**src/thermal_regs_pkg.sv**
```systemverilog
// Package for the thermal limit and resolution register block.
// Assumes a byte-wide register port driven by the sideband bus front end.
package thermal_regs_pkg;

    // Register byte addresses
    localparam logic [7:0] CRIT_LOW_LIMIT_LSB_ADDR    = 8'h22;
    localparam logic [7:0] CRIT_LOW_LIMIT_MSB_ADDR    = 8'h23;
    localparam logic [7:0] SENSOR_RESOLUTION_CFG_ADDR = 8'h24;
    localparam logic [7:0] SENSED_TEMP_LSB_ADDR       = 8'h31;
    localparam logic [7:0] SENSED_TEMP_MSB_ADDR       = 8'h32;

    // Reset values
    localparam logic [7:0] CRIT_LOW_LSB_RESET = 8'h00;
    localparam logic [7:0] CRIT_LOW_MSB_RESET = 8'h00;
    localparam logic [1:0] RES_SEL_RESET      = 2'h1;

    // Field layout of a thermal pair and the resolution register
    localparam logic [7:0] MSB_VALUE_MASK = 8'h1F;
    localparam int         RES_SEL_LSB    = 0;
    localparam int         RES_SEL_W      = 2;

    // Resolution codes
    typedef enum logic [1:0] {
        RES_9BIT  = 2'b00,
        RES_10BIT = 2'b01,
        RES_11BIT = 2'b10,
        RES_12BIT = 2'b11
    } res_sel_e;

    // Low byte masks per resolution
    localparam logic [7:0] LSB_MASK_9BIT  = 8'hF8;
    localparam logic [7:0] LSB_MASK_10BIT = 8'hFC;
    localparam logic [7:0] LSB_MASK_11BIT = 8'hFE;
    localparam logic [7:0] LSB_MASK_12BIT = 8'hFF;

    // Conversion times
    localparam int CLK_HZ          = 40000000;
    localparam int CONV_MS_9BIT    = 34;
    localparam int CONV_MS_10BIT   = 68;
    localparam int CONV_MS_11_12   = 136;
    localparam int CONV_CYC_9BIT   = (CLK_HZ / 1000) * CONV_MS_9BIT;
    localparam int CONV_CYC_10BIT  = (CLK_HZ / 1000) * CONV_MS_10BIT;
    localparam int CONV_CYC_11_12  = (CLK_HZ / 1000) * CONV_MS_11_12;

    // Register bus request
    typedef struct packed {
        logic       wr;
        logic       rd;
        logic [7:0] addr;
        logic [7:0] wdata;
    } reg_req_s;

    // Block state
    typedef struct packed {
        logic [7:0]  crit_low_lsb;
        logic [7:0]  crit_low_msb;
        res_sel_e    res_sel;
        logic [15:0] sensed;
        logic [15:0] crit_low_word;
        logic [7:0]  rdata;
        logic        rvalid;
        logic        conv_done;
        logic [31:0] conv_cnt;
    } regs_s;

endpackage

```
**src/thermal_limit_resolution_regs.sv**
```systemverilog
// Critical low limit pair, thermal format and resolution register.
// Assumes synchronous single-cycle register requests from the bus front end
// and a raw 16-bit conversion result from the analog sensor path.
`timescale 1ns/1ps

// Operation
// RULE1: Critical low pair at 0x22/0x23, resets zero
// RULE2: Host keeps critical low below low limit
// RULE3: Thermal values are two bytes, low first
// RULE4: Host writes zero into reserved bits; the bench writes ones into them
// RULE5: Reserved bits always read back zero; after a resolution change 0x31 keeps old fraction bits until the next sample
// RULE6: Eleven bits signed, quarter degree steps
// RULE7: Default layout: low 7:2, high 4:0
// RULE8: Negative values in two's complement
// RULE9: Two-bit resolution field, reset 01
// RULE10: Conversion time 34, 68, 136 ms
// RULE11: Nine-bit mode: low bits 2:0 reserved
// RULE12: Eleven-bit mode: bit 1 is eighth degree
// RULE13: Twelve-bit mode: all low bits used
// RULE14: Latest result in read-only pair 0x31
// RULE15: Resolution bits 7:2 reserved, read zero
module thermal_limit_resolution_regs #(
    parameter int CONV_CYC_9  = thermal_regs_pkg::CONV_CYC_9BIT,
    parameter int CONV_CYC_10 = thermal_regs_pkg::CONV_CYC_10BIT,
    parameter int CONV_CYC_12 = thermal_regs_pkg::CONV_CYC_11_12
) (
    // Clock and reset
    input  wire logic                       CLK,
    input  wire logic                       RESET,
    // Register port
    input  wire thermal_regs_pkg::reg_req_s REQ,
    output logic [7:0]                      RDATA,
    output logic                            RVALID,
    // Sensor path
    input  wire logic [15:0]                RAW_TEMP,
    output logic [15:0]                     CRIT_LOW_WORD,
    output logic [1:0]                      RES_SEL,
    output logic                            CONV_DONE
);
    import thermal_regs_pkg::*;

    regs_s       cur_ff;
    regs_s       nxt_s;
    logic [7:0]  lsb_mask;
    logic [31:0] conv_len;

    // Low byte mask follows the resolution so unused fractions of the limit read zero; results are trimmed when sampled
    always_comb begin
        case (cur_ff.res_sel)
            RES_9BIT:  lsb_mask = LSB_MASK_9BIT;   // RULE11
            RES_10BIT: lsb_mask = LSB_MASK_10BIT;  // RULE7
            RES_11BIT: lsb_mask = LSB_MASK_11BIT;  // RULE12
            default:   lsb_mask = LSB_MASK_12BIT;  // RULE13
        endcase
        case (cur_ff.res_sel)
            RES_9BIT:  conv_len = 32'(CONV_CYC_9);   // RULE10
            RES_10BIT: conv_len = 32'(CONV_CYC_10);  // RULE10
            default:   conv_len = 32'(CONV_CYC_12);  // RULE10
        endcase
    end

    always_comb begin
        nxt_s           = cur_ff;
        nxt_s.rvalid    = 1'b0;
        nxt_s.conv_done = 1'b0;
        // Conversion period; result sampled at the end of each period
        if (cur_ff.conv_cnt >= conv_len - 32'd1) begin
            nxt_s.conv_cnt  = 32'd0;
            nxt_s.conv_done = 1'b1;
            // High byte cut to bits 4:0, fractions trimmed to the resolution
            nxt_s.sensed = {RAW_TEMP[15:8] & MSB_VALUE_MASK,
                            RAW_TEMP[7:0] & lsb_mask};  // RULE14 RULE8 RULE6
        end else begin
            nxt_s.conv_cnt = cur_ff.conv_cnt + 32'd1;
        end
        // Writes; high byte and resolution reserved bits are masked, the low byte is stored whole
        if (REQ.wr) begin
            if (REQ.addr == CRIT_LOW_LIMIT_LSB_ADDR) begin
                nxt_s.crit_low_lsb = REQ.wdata & LSB_MASK_12BIT;  // RULE1 RULE3
            end else if (REQ.addr == CRIT_LOW_LIMIT_MSB_ADDR) begin
                nxt_s.crit_low_msb = REQ.wdata & MSB_VALUE_MASK;  // RULE1 RULE5
            end else if (REQ.addr == SENSOR_RESOLUTION_CFG_ADDR) begin
                nxt_s.res_sel = res_sel_e'(REQ.wdata[RES_SEL_LSB +: RES_SEL_W]);  // RULE9 RULE15
            end
        end
        // Reads; unmapped addresses return zero
        if (REQ.rd) begin
            nxt_s.rvalid = 1'b1;
            if (REQ.addr == CRIT_LOW_LIMIT_LSB_ADDR) begin
                nxt_s.rdata = cur_ff.crit_low_lsb & lsb_mask;  // RULE5
            end else if (REQ.addr == CRIT_LOW_LIMIT_MSB_ADDR) begin
                nxt_s.rdata = cur_ff.crit_low_msb & MSB_VALUE_MASK;  // RULE5
            end else if (REQ.addr == SENSOR_RESOLUTION_CFG_ADDR) begin
                nxt_s.rdata = {6'h00, cur_ff.res_sel};  // RULE15
            end else if (REQ.addr == SENSED_TEMP_LSB_ADDR) begin
                nxt_s.rdata = cur_ff.sensed[7:0];  // RULE14
            end else if (REQ.addr == SENSED_TEMP_MSB_ADDR) begin
                nxt_s.rdata = cur_ff.sensed[15:8];  // RULE14
            end else begin
                nxt_s.rdata = 8'h00;
            end
        end
        // Limit word presented to the comparators; host keeps it ordered
        nxt_s.crit_low_word = {nxt_s.crit_low_msb, nxt_s.crit_low_lsb};  // RULE2 RULE3
    end

    always_ff @(posedge CLK or posedge RESET) begin
        if (RESET) begin
            cur_ff.crit_low_lsb  <= CRIT_LOW_LSB_RESET;
            cur_ff.crit_low_msb  <= CRIT_LOW_MSB_RESET;
            cur_ff.res_sel       <= res_sel_e'(RES_SEL_RESET);
            cur_ff.sensed        <= 16'h0000;
            cur_ff.crit_low_word <= 16'h0000;
            cur_ff.rdata         <= 8'h00;
            cur_ff.rvalid        <= 1'b0;
            cur_ff.conv_done     <= 1'b0;
            cur_ff.conv_cnt      <= 32'h00000000;
        end else begin
            cur_ff <= nxt_s;
        end
    end

    assign RDATA         = cur_ff.rdata;
    assign RVALID        = cur_ff.rvalid;
    assign CRIT_LOW_WORD = cur_ff.crit_low_word;
    assign RES_SEL       = cur_ff.res_sel;
    assign CONV_DONE     = cur_ff.conv_done;

endmodule

```
**config.mk**
```make
export PLATFORM = sky130hd
export DESIGN_NAME = thermal_limit_resolution_regs
export DESIGN_NICKNAME = d
export VERILOG_FILES = /design/src/thermal_regs_pkg.sv /design/src/thermal_limit_resolution_regs.sv
export SDC_FILE = /design/constraint.sdc
export NUM_CORES = 1
export LEC_CHECK = 0
export BUFFER_PORTS_ARGS = -buffer_cell sky130_fd_sc_hd__buf_2
export CAP_MARGIN = 40
export CELL_PAD_IN_SITES_DETAIL_PLACEMENT = 0
export CELL_PAD_IN_SITES_GLOBAL_PLACEMENT = 2
export CORE_MARGIN = 2
export CORE_UTILIZATION = 39
export DETAILED_ROUTE_END_ITERATION = 16
export PLACE_DENSITY = 0.93
export SLEW_MARGIN = 15
export SYNTH_ARGS = -nofsm -noshare
export SYNTH_HDL_FRONTEND = slang
export SYNTH_SLANG_ARGS = --single-unit
export TNS_END_PERCENT = 5
```
**constraint.sdc**
```tcl
create_clock -name CLK -period 5.9 [get_ports CLK]
set_input_delay 1.77 -clock CLK [delete_from_list [all_inputs] [get_ports CLK]]
set_output_delay 1.77 -clock CLK [all_outputs]
set_load 0.005 [all_outputs]
```
### Yosys cells after proc, flatten, opt, wreduce, memory -nomap -nowiden

Index checks and enable logic that the tools add are counted.

* bits in registers: 89
* input bits: 36

* add/sub/neg operators: 2
* magnitude comparators: 1
* equality and inequality tests: 7
* multiplexer cells: 16
* bitwise logic cells: 4
* reduce and logical (&&, ||, !) cells: 2

Operators with widths (number)
* 8-bit two-way mux: 6
* 23-bit case mux with 2 select lines: 1
* 8-bit by 6-bit equality test with 1-bit output, second input constant: 5
* 32-bit by 1-bit adder with 32-bit output, second input constant: 1
* 32-bit >= comparator: 1
* 32-bit two-way mux: 1
* 32-bit by 1-bit subtractor with 32-bit output, second input constant: 1
* 18-bit two-way mux: 1
* 8-bit bitwise AND: 2
* 10-bit two-way mux: 1
* 3-bit case mux with 3 select lines: 1
* 5-bit two-way mux: 1
* 2-bit two-way mux: 2
* 4-bit AND reduction: 1
* 2-bit by 1-bit equality test with 1-bit output, second input constant: 1
* 2-bit equality test, second input constant: 1
* 2-bit zero test: 1
* 1-bit two-way mux: 2
* 1-bit inverter: 2

### Logic depth before layout (Yosys ltp)

Gate-level depths: netlist (run 1).

* depth after elaboration: 6
* depth in mapped cells: 11

### Worst setup path after synthesis (run 1)

OpenSTA, ideal clock, no wires.

* kind: input -> register
* start point: input port REQ[12] (netlist name)
* end point: register cur_ff, in the netlist CRIT_LOW_WORD[10]
* library setup time: 125 ps
* arrival: 3155 ps
* required time: 5775 ps
* setup slack: 2620 ps
* stages: 4
* buffers on the path: 0
* path through: or4b_1 > nor2_1 > nand3_1 > mux2_2

* word-level cells in the longest chain between the ends: 4
* elaborated cells on any way between the ends: 5
* those cells by class: eq/ne (2); mux (3)

RTL lines
* start: declaration: RTL line thermal_limit_resolution_regs.sv:31 `input wire thermal_regs_pkg::reg_req_s REQ,`
* 8-bit by 6-bit equality test with 1-bit output: RTL line thermal_limit_resolution_regs.sv:80 `end else if (REQ.addr == CRIT_LOW_LIMIT_MSB_ADDR) begin`
* 8-bit two-way mux: RTL line thermal_limit_resolution_regs.sv:80
* 10-bit two-way mux *: RTL line thermal_limit_resolution_regs.sv:78 `if (REQ.addr == CRIT_LOW_LIMIT_LSB_ADDR) begin`
* 18-bit two-way mux *: RTL line thermal_limit_resolution_regs.sv:77 `if (REQ.wr) begin`
* end signal: assignment: RTL line thermal_limit_resolution_regs.sv:119 `cur_ff <= nxt_s;`
* end: declaration: RTL line thermal_limit_resolution_regs.sv:42 `regs_s cur_ff;`

Every way passes the cells marked *; elsewhere a longest branch is shown, timed or not.
A chain may end at the register's enable or synchronous reset.

### Worst setup path in the final report (run 1)

* start point: input port REQ[12] (netlist name)
* end point: register cur_ff, in the netlist CRIT_LOW_WORD[9]

Same word-level chain as after synthesis.

==> results of run 1 <==
## power breakdown
part	internal, mW	switching, mW	total [mW]
logic	0.0317	0.0369	0.0686
registers	0.495	0.0104	0.506
clock network	0.209	0.193	0.402
total	0.736	0.240	0.976
## Yosys cell counts (all sizes together) (3+ instances only)
library cell  number
nand4              4
nor4               7
a22oi              4
buf               30
nand3             13
or3                3
xnor2             21
clkbuf             9
dfrtp             69
nor3              10
nor2b              4
nand2             13
o21ai              3
nor2              45
ha                14
a21oi             11
mux2              29
a32oi              4
a22o               5
inv               14
## worst paths after layout
check                                  startpoint                      endpoint  slack (ps)  cells after the start
min in group asynchronous                   RESET          RDATA[6]$_DFFE_PP0P_        1520                      2
max                                       REQ[12]  CRIT_LOW_WORD[9]$_DFFE_PP0P_        2610                      5
min                           cur_ff[0]$_DFF_PP0_           cur_ff[0]$_DFF_PP0_         480                      1
min reg2reg                   cur_ff[0]$_DFF_PP0_           cur_ff[0]$_DFF_PP0_         480                      1
max in group asynchronous                   RESET        RES_SEL[0]$_DFFE_PP1P_        3420                      3
max reg2reg                RES_SEL[0]$_DFFE_PP1P_        cur_ff[61]$_DFFE_PP0P_        2660                      9
## routing by layer
metal	wire length (µm)	up-vias	track usage
li1	-	1204	-
met2	3350	60	0.247
met3	309	14	0.0320
met5	0	-	0
met1	3350	1188	0.195
met4	153	0	0.0759
## cell families (layout without fill, tap and decap cells)
kind of cell	Yosys count	after routing
AOI/OAI and AO/OA	36	36
xor gates and xnor gates	23	23
adders and majority gates	14	14
buffers and inverters	53	89
DFF	70	70
muxes	30	30
other	2	12
and+or+nand+nor	108	108
## sequential cells by signal, indices dropped and copies added (netlist names)
signal / cells
RES_SEL: 2
CONV_DONE: 1
RDATA: 8
cur_ff: 45
RVALID: 1
CRIT_LOW_WORD: 13
## final cells by class
type                       count  area (µm²)
fill                         889        5060
sequential                    70        1750
multi-input combinational    223        1600
timing repair buffer          59         300
tap                          111         139
clock buffer                  10         138
clock inverter                 6        67.6
inverter                      14        52.6
## metrics by stage
step / worst slack (ps) / cell area (µm²)
3_3_place_gp: 2280 / 3840
5_1_grt: 2440 / 4050
6_report: 2610 / 4050
2_1_floorplan: 2360 / 3660
4_1_cts: 2590 / 4050
3_5_place_dp: 2280 / 3840
## critical path: stages
cell and delay, ps:
buf_2 100, or4b_1 610, nor2_1 370, nand3_1 320
mux2_2 360
==> flow_summary.ini, run 1 <==
[run_status]
outcome = finished, final reports clean

[flow_run]
maxCapViolCount = 0

[global_routing]
antenna_found_initial = 0
grt_use_total = 0.153
grt_pass1_wl_um = 11900
grt_overflow = 0
grt_pass1_vias = 2456
grt_start_max_net_pins = 37

[synthesis]
synthFlopType = dfrtp_1
synth_top_area_share = 0.477
synth_compound_area_frac = 0.0705
synth_xor_area_frac = 0.0557
synth_cell_type_count = 41
synthSimpleGateAreaFrac = 0.149
ys_seq_area_frac = 0.484
synthAdderAreaFrac = 0.0484
synthMuxAreaShare = 0.103
synth_edf_count = 0
ys_seq_elements = 70
synth_area_leaders = dfrtp_1 (48%), buf_4 (6.0%), mux2_2 (5.3%)
syn_area_mm2 = 0.00362
ys_warn_count = 0
synth.avg_cell_area_um2 = 10.8
async_flop_share = 1.00
synth_top_family_by_area = simple AND/OR/NAND/NOR gates
yosys.area.top_type = dfrtp_1
syn_inst = 336

[timing]
timing.final.hold_violations = 0
tightest_slew_ps = 708
setup_viol = 0
relSlewSlack = 0.527
fin_skew_ps = 11.0
fmax_mhz = 304
slew_violations = 0
tns_ps = 0
period_needed_ps = 3290
hold_ws_ps = 481
finalCritPeriodShare = 0.558
grt_setup_unrepaired = no

[cts]
cts_buffer_depth = 2
cts_buffers = 9
cts-htree-levels = 3
ctsResizeCount = 0
clock-sinks = 70
cts_setup_buffers = 0
clkTransAtPathRegs_ps = 80
clock-root-buffer = clkbuf_8
cts_hold_buf = 0
cts_tree = yes
clk_latency_ps = 350

[route]
drcViolationCount = 0
antenna_left = 0
drt-pass1-iter-count = 4
drtIter0Drc = 118
vias = 2466
viasPerCell = 5.00
post_drt_wl_per_cell_um = 14.5
wirelength_um = 7160

[placement]
gp_congestion = 0.796
io_buffers = 57
dp_hpwl_um = 5130
place_inst = 477

[floorplanning]
die_x_um = 100
fp.dieArea_mm2 = 0.0101
die_y_um = 100
placementRows = 35
core_region_area_mm2 = 0.00911
initial_core_util = 0.397
design.portCount = 64

[finish]
final_util = 0.444
finalNonFillerCells = 493
layout.nets = 427
final_cell_mix = dfrtp_1 (69), buf_2 (57), nor2_1 (45)
diodes = 0
layout_commonest_cell = dfrtp_1
syn_to_final_growth_pct = 11.8
layout-drive-gt1-share = 0.288

[pwr]
p_leak_nw = 1.87
p_per_area_mw_per_mm2 = 241
ir_drop_mv = 0.0982
post-layout-total-power_mw = 0.976

[critical_path]
start_kind = primary input
cp_max_fo = 6
criticalPathCategory = primary input to register
cp-end-kind = register
crit_required_ps = 6140
arrival_ps = 3530

[hold_path]
min_path_type = register to register
Note: power is estimated with default switching activity, not from simulation.
==> inputs of run 2 (changes only) <==
--- a/config.mk
+++ b/config.mk
@@ -10,9 +10,9 @@
 export CELL_PAD_IN_SITES_DETAIL_PLACEMENT = 0
 export CELL_PAD_IN_SITES_GLOBAL_PLACEMENT = 2
 export CORE_MARGIN = 2
-export CORE_UTILIZATION = 39
+export CORE_UTILIZATION = 36
 export DETAILED_ROUTE_END_ITERATION = 16
-export PLACE_DENSITY = 0.93
+export PLACE_DENSITY = 0.88
 export SLEW_MARGIN = 15
 export SYNTH_ARGS = -nofsm -noshare
 export SYNTH_HDL_FRONTEND = slang
==> constraint.sdc (replaced) <==
create_clock -name CLK -period 3.3 [get_ports CLK]
set_input_delay 0.99 -clock CLK [delete_from_list [all_inputs] [get_ports CLK]]
set_output_delay 0.99 -clock CLK [all_outputs]
set_load 0.005 [all_outputs]
==> run 2 against run 1 <==
Effect of this change:
- routed wire length increased by 0.52%
- worst setup slack got worse by 2200 ps
- hold slack improved by 16 ps
- final cell count increased by 4.7%
- sequential power increased by 79%
- largest power group unchanged
==> flow_summary.ini, run 2 (synthesis results as in run 1) <==
[run_status]
outcome = finished, final reports clean

[pwr]
p_per_area_mw_per_mm2 = 411
clkPwrFrac = 0.387
ir_drop_mv = 0.197
pwr-share-comb = 0.075
p_leak_nw = 1.87
power.share.switching = 0.235
post-layout-total-power_mw = 1.68
p_int_mw = 1.28
p_switching_mw = 0.396
seq_power_share = 0.538

[critical_path]
critical-path-top-delay-family = simple AND/OR/NAND/NOR gates
cp-end-kind = register
arrival_ps = 3140
path_buf_inv = 2
crit_required_ps = 3520
cp_slowest_cell = dfstp_2
start_kind = register
crit_chain = nor2b_1, inv_1, ha_1, nand4_1, nor4_4, nand3_1, o211ai_4, buf_4, nor2_1
cp_max_fo = 16
cpPeakStageDelay_ps = 620
criticalPathCategory = register to register
r2r_slack_ps = 380

[finish]
regMostFlops = cur_ff
layout-drive-gt1-share = 0.287
layout.nets = 430
final_cell_mix = dfrtp_1 (69), buf_2 (57), nor2_1 (45)
diodes = 0
syn_to_final_growth_pct = 12.8
layout_commonest_cell = dfrtp_1
largest_register_ffs = 45
finalNonFillerCells = 516
multi_input_area_mm2 = 0.00160
nFillCells = 959
seq_area_mm2 = 0.00175

[cts]
clock-root-buffer = clkbuf_8
clk_latency_ps = 340
clkTransAtPathRegs_ps = 70
cts_buffers = 9
cts_tree = yes
ctsResizeCount = 0
cts-htree-levels = 3
cts_setup_buffers = 0
cts_hold_buf = 0
clock-sinks = 70
cts_buffer_depth = 2

[timing]
finalCritPeriodShare = 0.884
timing.final.hold_violations = 0
grt_setup_unrepaired = no
tightest_slew_ps = 658
period_needed_ps = 2920
tns_ps = 0
fmax_mhz = 343
relSlewSlack = 0.559
setup_viol = 0
fin_skew_ps = 10.4
slew_violations = 0

[floorplanning]
core_region_area_mm2 = 0.00977
die_y_um = 104
design.portCount = 64
fp.dieArea_mm2 = 0.0109
initial_core_util = 0.370
placementRows = 36
die_x_um = 104

[global_routing]
grt_overflow = 0
grt_use_met1 = 0.191
grt_pass1_vias = 2381
antenna_found_initial = 0
gr-usage-met3 = 0.0414
grt_start_max_net_pins = 44
grt_pass1_wl_um = 12200
grt_util_met2 = 0.215
grt_use_total = 0.143
busiest_layer = met2

[flow_run]
maxCapViolCount = 0

[route]
vias = 2423
drcViolationCount = 0
drtIter0Drc = 110
antenna_left = 0
drt-pass1-iter-count = 4
wirelength_um = 7190
viasPerCell = 4.70
post_drt_wl_per_cell_um = 13.9

[placement]
dp_hpwl_um = 5280
place_inst = 502
gp_congestion = 0.741
io_buffers = 57

[hold_path]
min_path_type = register to register
## run 2: area by class of cell
| cell class | count | share of cell area |
|---|---|---|
| multi-input combinational | 223 | 0.391 |
| timing repair buffer | 62 | 0.0821 |
| inverter | 14 | 0.0129 |
| sequential | 70 | 0.429 |
| clock buffer | 10 | 0.0313 |
| tap | 133 | 0.0408 |
| clock inverter | 4 | 0.0123 |
## run 2: power groups by stage
| stage | registers [mW] | clock network [mW] | logic, mW |
|---|---|---|---|
| 3_3_place_gp | 0.920 | 0 | 0.126 |
| 2_1_floorplan | 0.914 | 0 | 0.0954 |
| 5_1_grt | 0.908 | 0.710 | 0.143 |
| 4_1_cts | 0.904 | 0.669 | 0.129 |
| 3_5_place_dp | 0.921 | 0 | 0.129 |
| 6_report | 0.905 | 0.649 | 0.126 |
## run 2: routing by layer
metal | up-vias | wire length [µm]
met4 | 0 | 141
met1 | 1143 | 3450
met2 | 66 | 3220
met3 | 10 | 376
li1 | 1204 | -
met5 | - | 0
## run 2: path summary, 6_finish.rpt
| kind | from | endpoint | depth (start not counted) |
|---|---|---|---|
| worst min register to register | RDATA[1]$_DFFE_PP0P_ | RDATA[1]$_DFFE_PP0P_ | 1 |
| max in group asynchronous | RESET | cur_ff[24]$_DFF_PP0_ | 3 |
| min in group asynchronous | RESET | RDATA[6]$_DFFE_PP0P_ | 2 |
| worst max-delay path | RES_SEL[0]$_DFFE_PP1P_ | cur_ff[19]$_DFF_PP0_ | 9 |
| worst min-delay path | RDATA[1]$_DFFE_PP0P_ | RDATA[1]$_DFFE_PP0P_ | 1 |
| worst max register to register | RES_SEL[0]$_DFFE_PP1P_ | cur_ff[19]$_DFF_PP0_ | 9 |
## run 2: through the flow
| step | area [µm²] | hold slack, ps | setup WS, ps | util |
|---|---|---|---|---|
| global route | 4080 | 518 | 136 | 0.418 |
| global placement | 3910 | 471 | 412 | 0.400 |
| CTS | 4080 | 499 | 335 | 0.418 |
| finish | 4080 | 497 | 382 | 0.418 |
| detailed placement | 3910 | 482 | 362 | 0.400 |
| floorplan | 3660 | 451 | 543 | - |
==> inputs of run 3 (changes only) <==
--- a/config.mk
+++ b/config.mk
@@ -9,6 +9,7 @@
 export CAP_MARGIN = 40
 export CELL_PAD_IN_SITES_DETAIL_PLACEMENT = 0
 export CELL_PAD_IN_SITES_GLOBAL_PLACEMENT = 2
+export CORE_ASPECT_RATIO = 1.75
 export CORE_MARGIN = 2
 export CORE_UTILIZATION = 36
 export DETAILED_ROUTE_END_ITERATION = 16
==> run 3 against run 2 <==
Effect of this change:
- clock skew down 7.0 ps
- final cell count down 1.4%
- flip-flop and latch count did not move
- total power up 23%
- highest routed layer unchanged
- die area up 0.29%
- critical path type unchanged
- register-to-register slack better by 90 ps
- global-route usage rose by 0.67 points
- hold slack worse by 26 ps
- first-iteration DRC count decreased by 50%
==> flow_summary.ini, run 3 (synthesis results as in run 1) <==
[timing]
relSlewSlack = 0.605
slew_violations = 0
tns_ps = 0
timing.final.hold_violations = 0
fin_skew_ps = 3.35
fmax_mhz = 354
grt_setup_unrepaired = no
finalCritPeriodShare = 0.856
setup_viol = 0
period_needed_ps = 2830
tightest_slew_ps = 592

[cts]
cts_tree = yes
clock-root-buffer = clkbuf_16
cts_buffer_depth = 2
ctsResizeCount = 0
cts_buffers = 9
clock-sinks = 70
cts-htree-levels = 3
cts_hold_buf = 0
clkTransAtPathRegs_ps = 50
cts_setup_buffers = 0
clk_latency_ps = 330

[route]
drtIter0Drc = 55
post_drt_wl_per_cell_um = 14.6
drt-pass1-iter-count = 7
drcViolationCount = 0
vias = 2486
viasPerCell = 4.88
wirelength_um = 7440
antenna_left = 0

[critical_path]
arrival_ps = 3040
path_buf_inv = 2
cp_slowest_cell = dfstp_2
cp_max_fo = 16
worstSetupStartpoint = RES_SEL[0]$_DFFE_PP1P_
crit_required_ps = 3510
timing.rr.start = RES_SEL[0]$_DFFE_PP1P_
cpPeakStageDelay_ps = 620
cp-end-kind = register
criticalPathCategory = register to register
crit_chain = nor2b_1, inv_1, ha_1, nand4_1, nor4_4, nand3_1, o211ai_4, buf_4, mux2_1
critical-path-top-delay-family = simple AND/OR/NAND/NOR gates
start_kind = register

[finish]
seq_area_mm2 = 0.00175
multi_input_area_mm2 = 0.00160
syn_to_final_growth_pct = 16.5
final_cell_mix = dfrtp_1 (69), buf_2 (57), nor2_1 (45)
finalNonFillerCells = 509
regMostFlops = cur_ff
nFillCells = 962
layout_commonest_cell = dfrtp_1
diodes = 0
largest_register_ffs = 45
layout.nets = 430
layout-drive-gt1-share = 0.292

[floorplanning]
die_x_um = 79.8
placementRows = 48
initial_core_util = 0.368
core_region_area_mm2 = 0.00985
die_y_um = 137
design.portCount = 64
fp.dieArea_mm2 = 0.0109

[pwr]
seq_power_share = 0.437
ir_drop_mv = 0.270
p_switching_mw = 0.428
p_per_area_mw_per_mm2 = 491
power.share.switching = 0.207
p_leak_nw = 1.95
clkPwrFrac = 0.502
p_int_mw = 1.64
pwr-share-comb = 0.061

[hold_path]
hold_start = RDATA[1]$_DFFE_PP0P_
min_path_type = register to register

[global_routing]
grt_pass1_wl_um = 12300
grt_start_max_net_pins = 71
antenna_found_initial = 0
grt_overflow = 0
grt_pass1_vias = 2538
grt_use_total = 0.150

[flow_run]
maxCapViolCount = 0

[placement]
place_inst = 494
gp_congestion = 0.751
io_buffers = 57
dp_hpwl_um = 5510

[run_status]
outcome = finished, final reports clean
run 3: power by group through the flow:
stage / clock, mW / combinational [mW] / sequential, mW
after floorplan: 0 / 0.0954 / 0.914
after global placement: 0 / 0.125 / 0.918
after detailed placement: 0 / 0.128 / 0.920
after CTS: 1.06 / 0.129 / 0.905
after global routing: 1.10 / 0.142 / 0.908
final: 1.04 / 0.126 / 0.905
run 3: per-layer routing:
metal	routed length [µm]	part of all wire	global-route usage
met5	0	0	0
met4	167	0.022	0.0631
met3	331	0.044	0.0429
met2	4110	0.55	0.278
met1	2830	0.38	0.153
run 3: through the flow:
step / setup slack [ps] / cell area (µm²) / hold WS (ps) / util / power, mW
after floorplan: 543 / 3660 / 451 / - / 1.01
after global placement: 527 / 3890 / 456 / 0.395 / 1.04
after detailed placement: 462 / 3890 / 464 / 0.395 / 1.05
after CTS: 456 / 4220 / 476 / 0.428 / 2.09
after global routing: 325 / 4220 / 496 / 0.428 / 2.15
final: 475 / 4220 / 471 / 0.428 / 2.07
run 3: path summary, 6_finish.rpt:
path	depth (start not counted)	slack [ps]	end
worst max-delay path	9	470	cur_ff[61]$_DFFE_PP0P_
worst min-delay path	1	470	RDATA[1]$_DFFE_PP0P_
worst max register to register	9	470	cur_ff[61]$_DFFE_PP0P_
worst min register to register	1	470	RDATA[1]$_DFFE_PP0P_
max in group asynchronous	3	2230	RES_SEL[0]$_DFFE_PP1P_
min in group asynchronous	3	720	cur_ff[4]$_DFF_PP0_
run 3: final cells by class:
class	count	area share
repair buffers	62	0.0795
well taps	125	0.0371
clock buffers	11	0.0599
multi-input cells	223	0.379
inverters	14	0.0125
clock inverters	4	0.0166
flip-flops and latches	70	0.416
run 3: worst reg2reg max path: cells and delay by family, from the launching register on:
family          cells  cell delay, ps
fa+ha+maj           1             300
flops               1             620
buf+inv             2             380
compound gates      1             210
simple gates        4             840
mux                 1             360
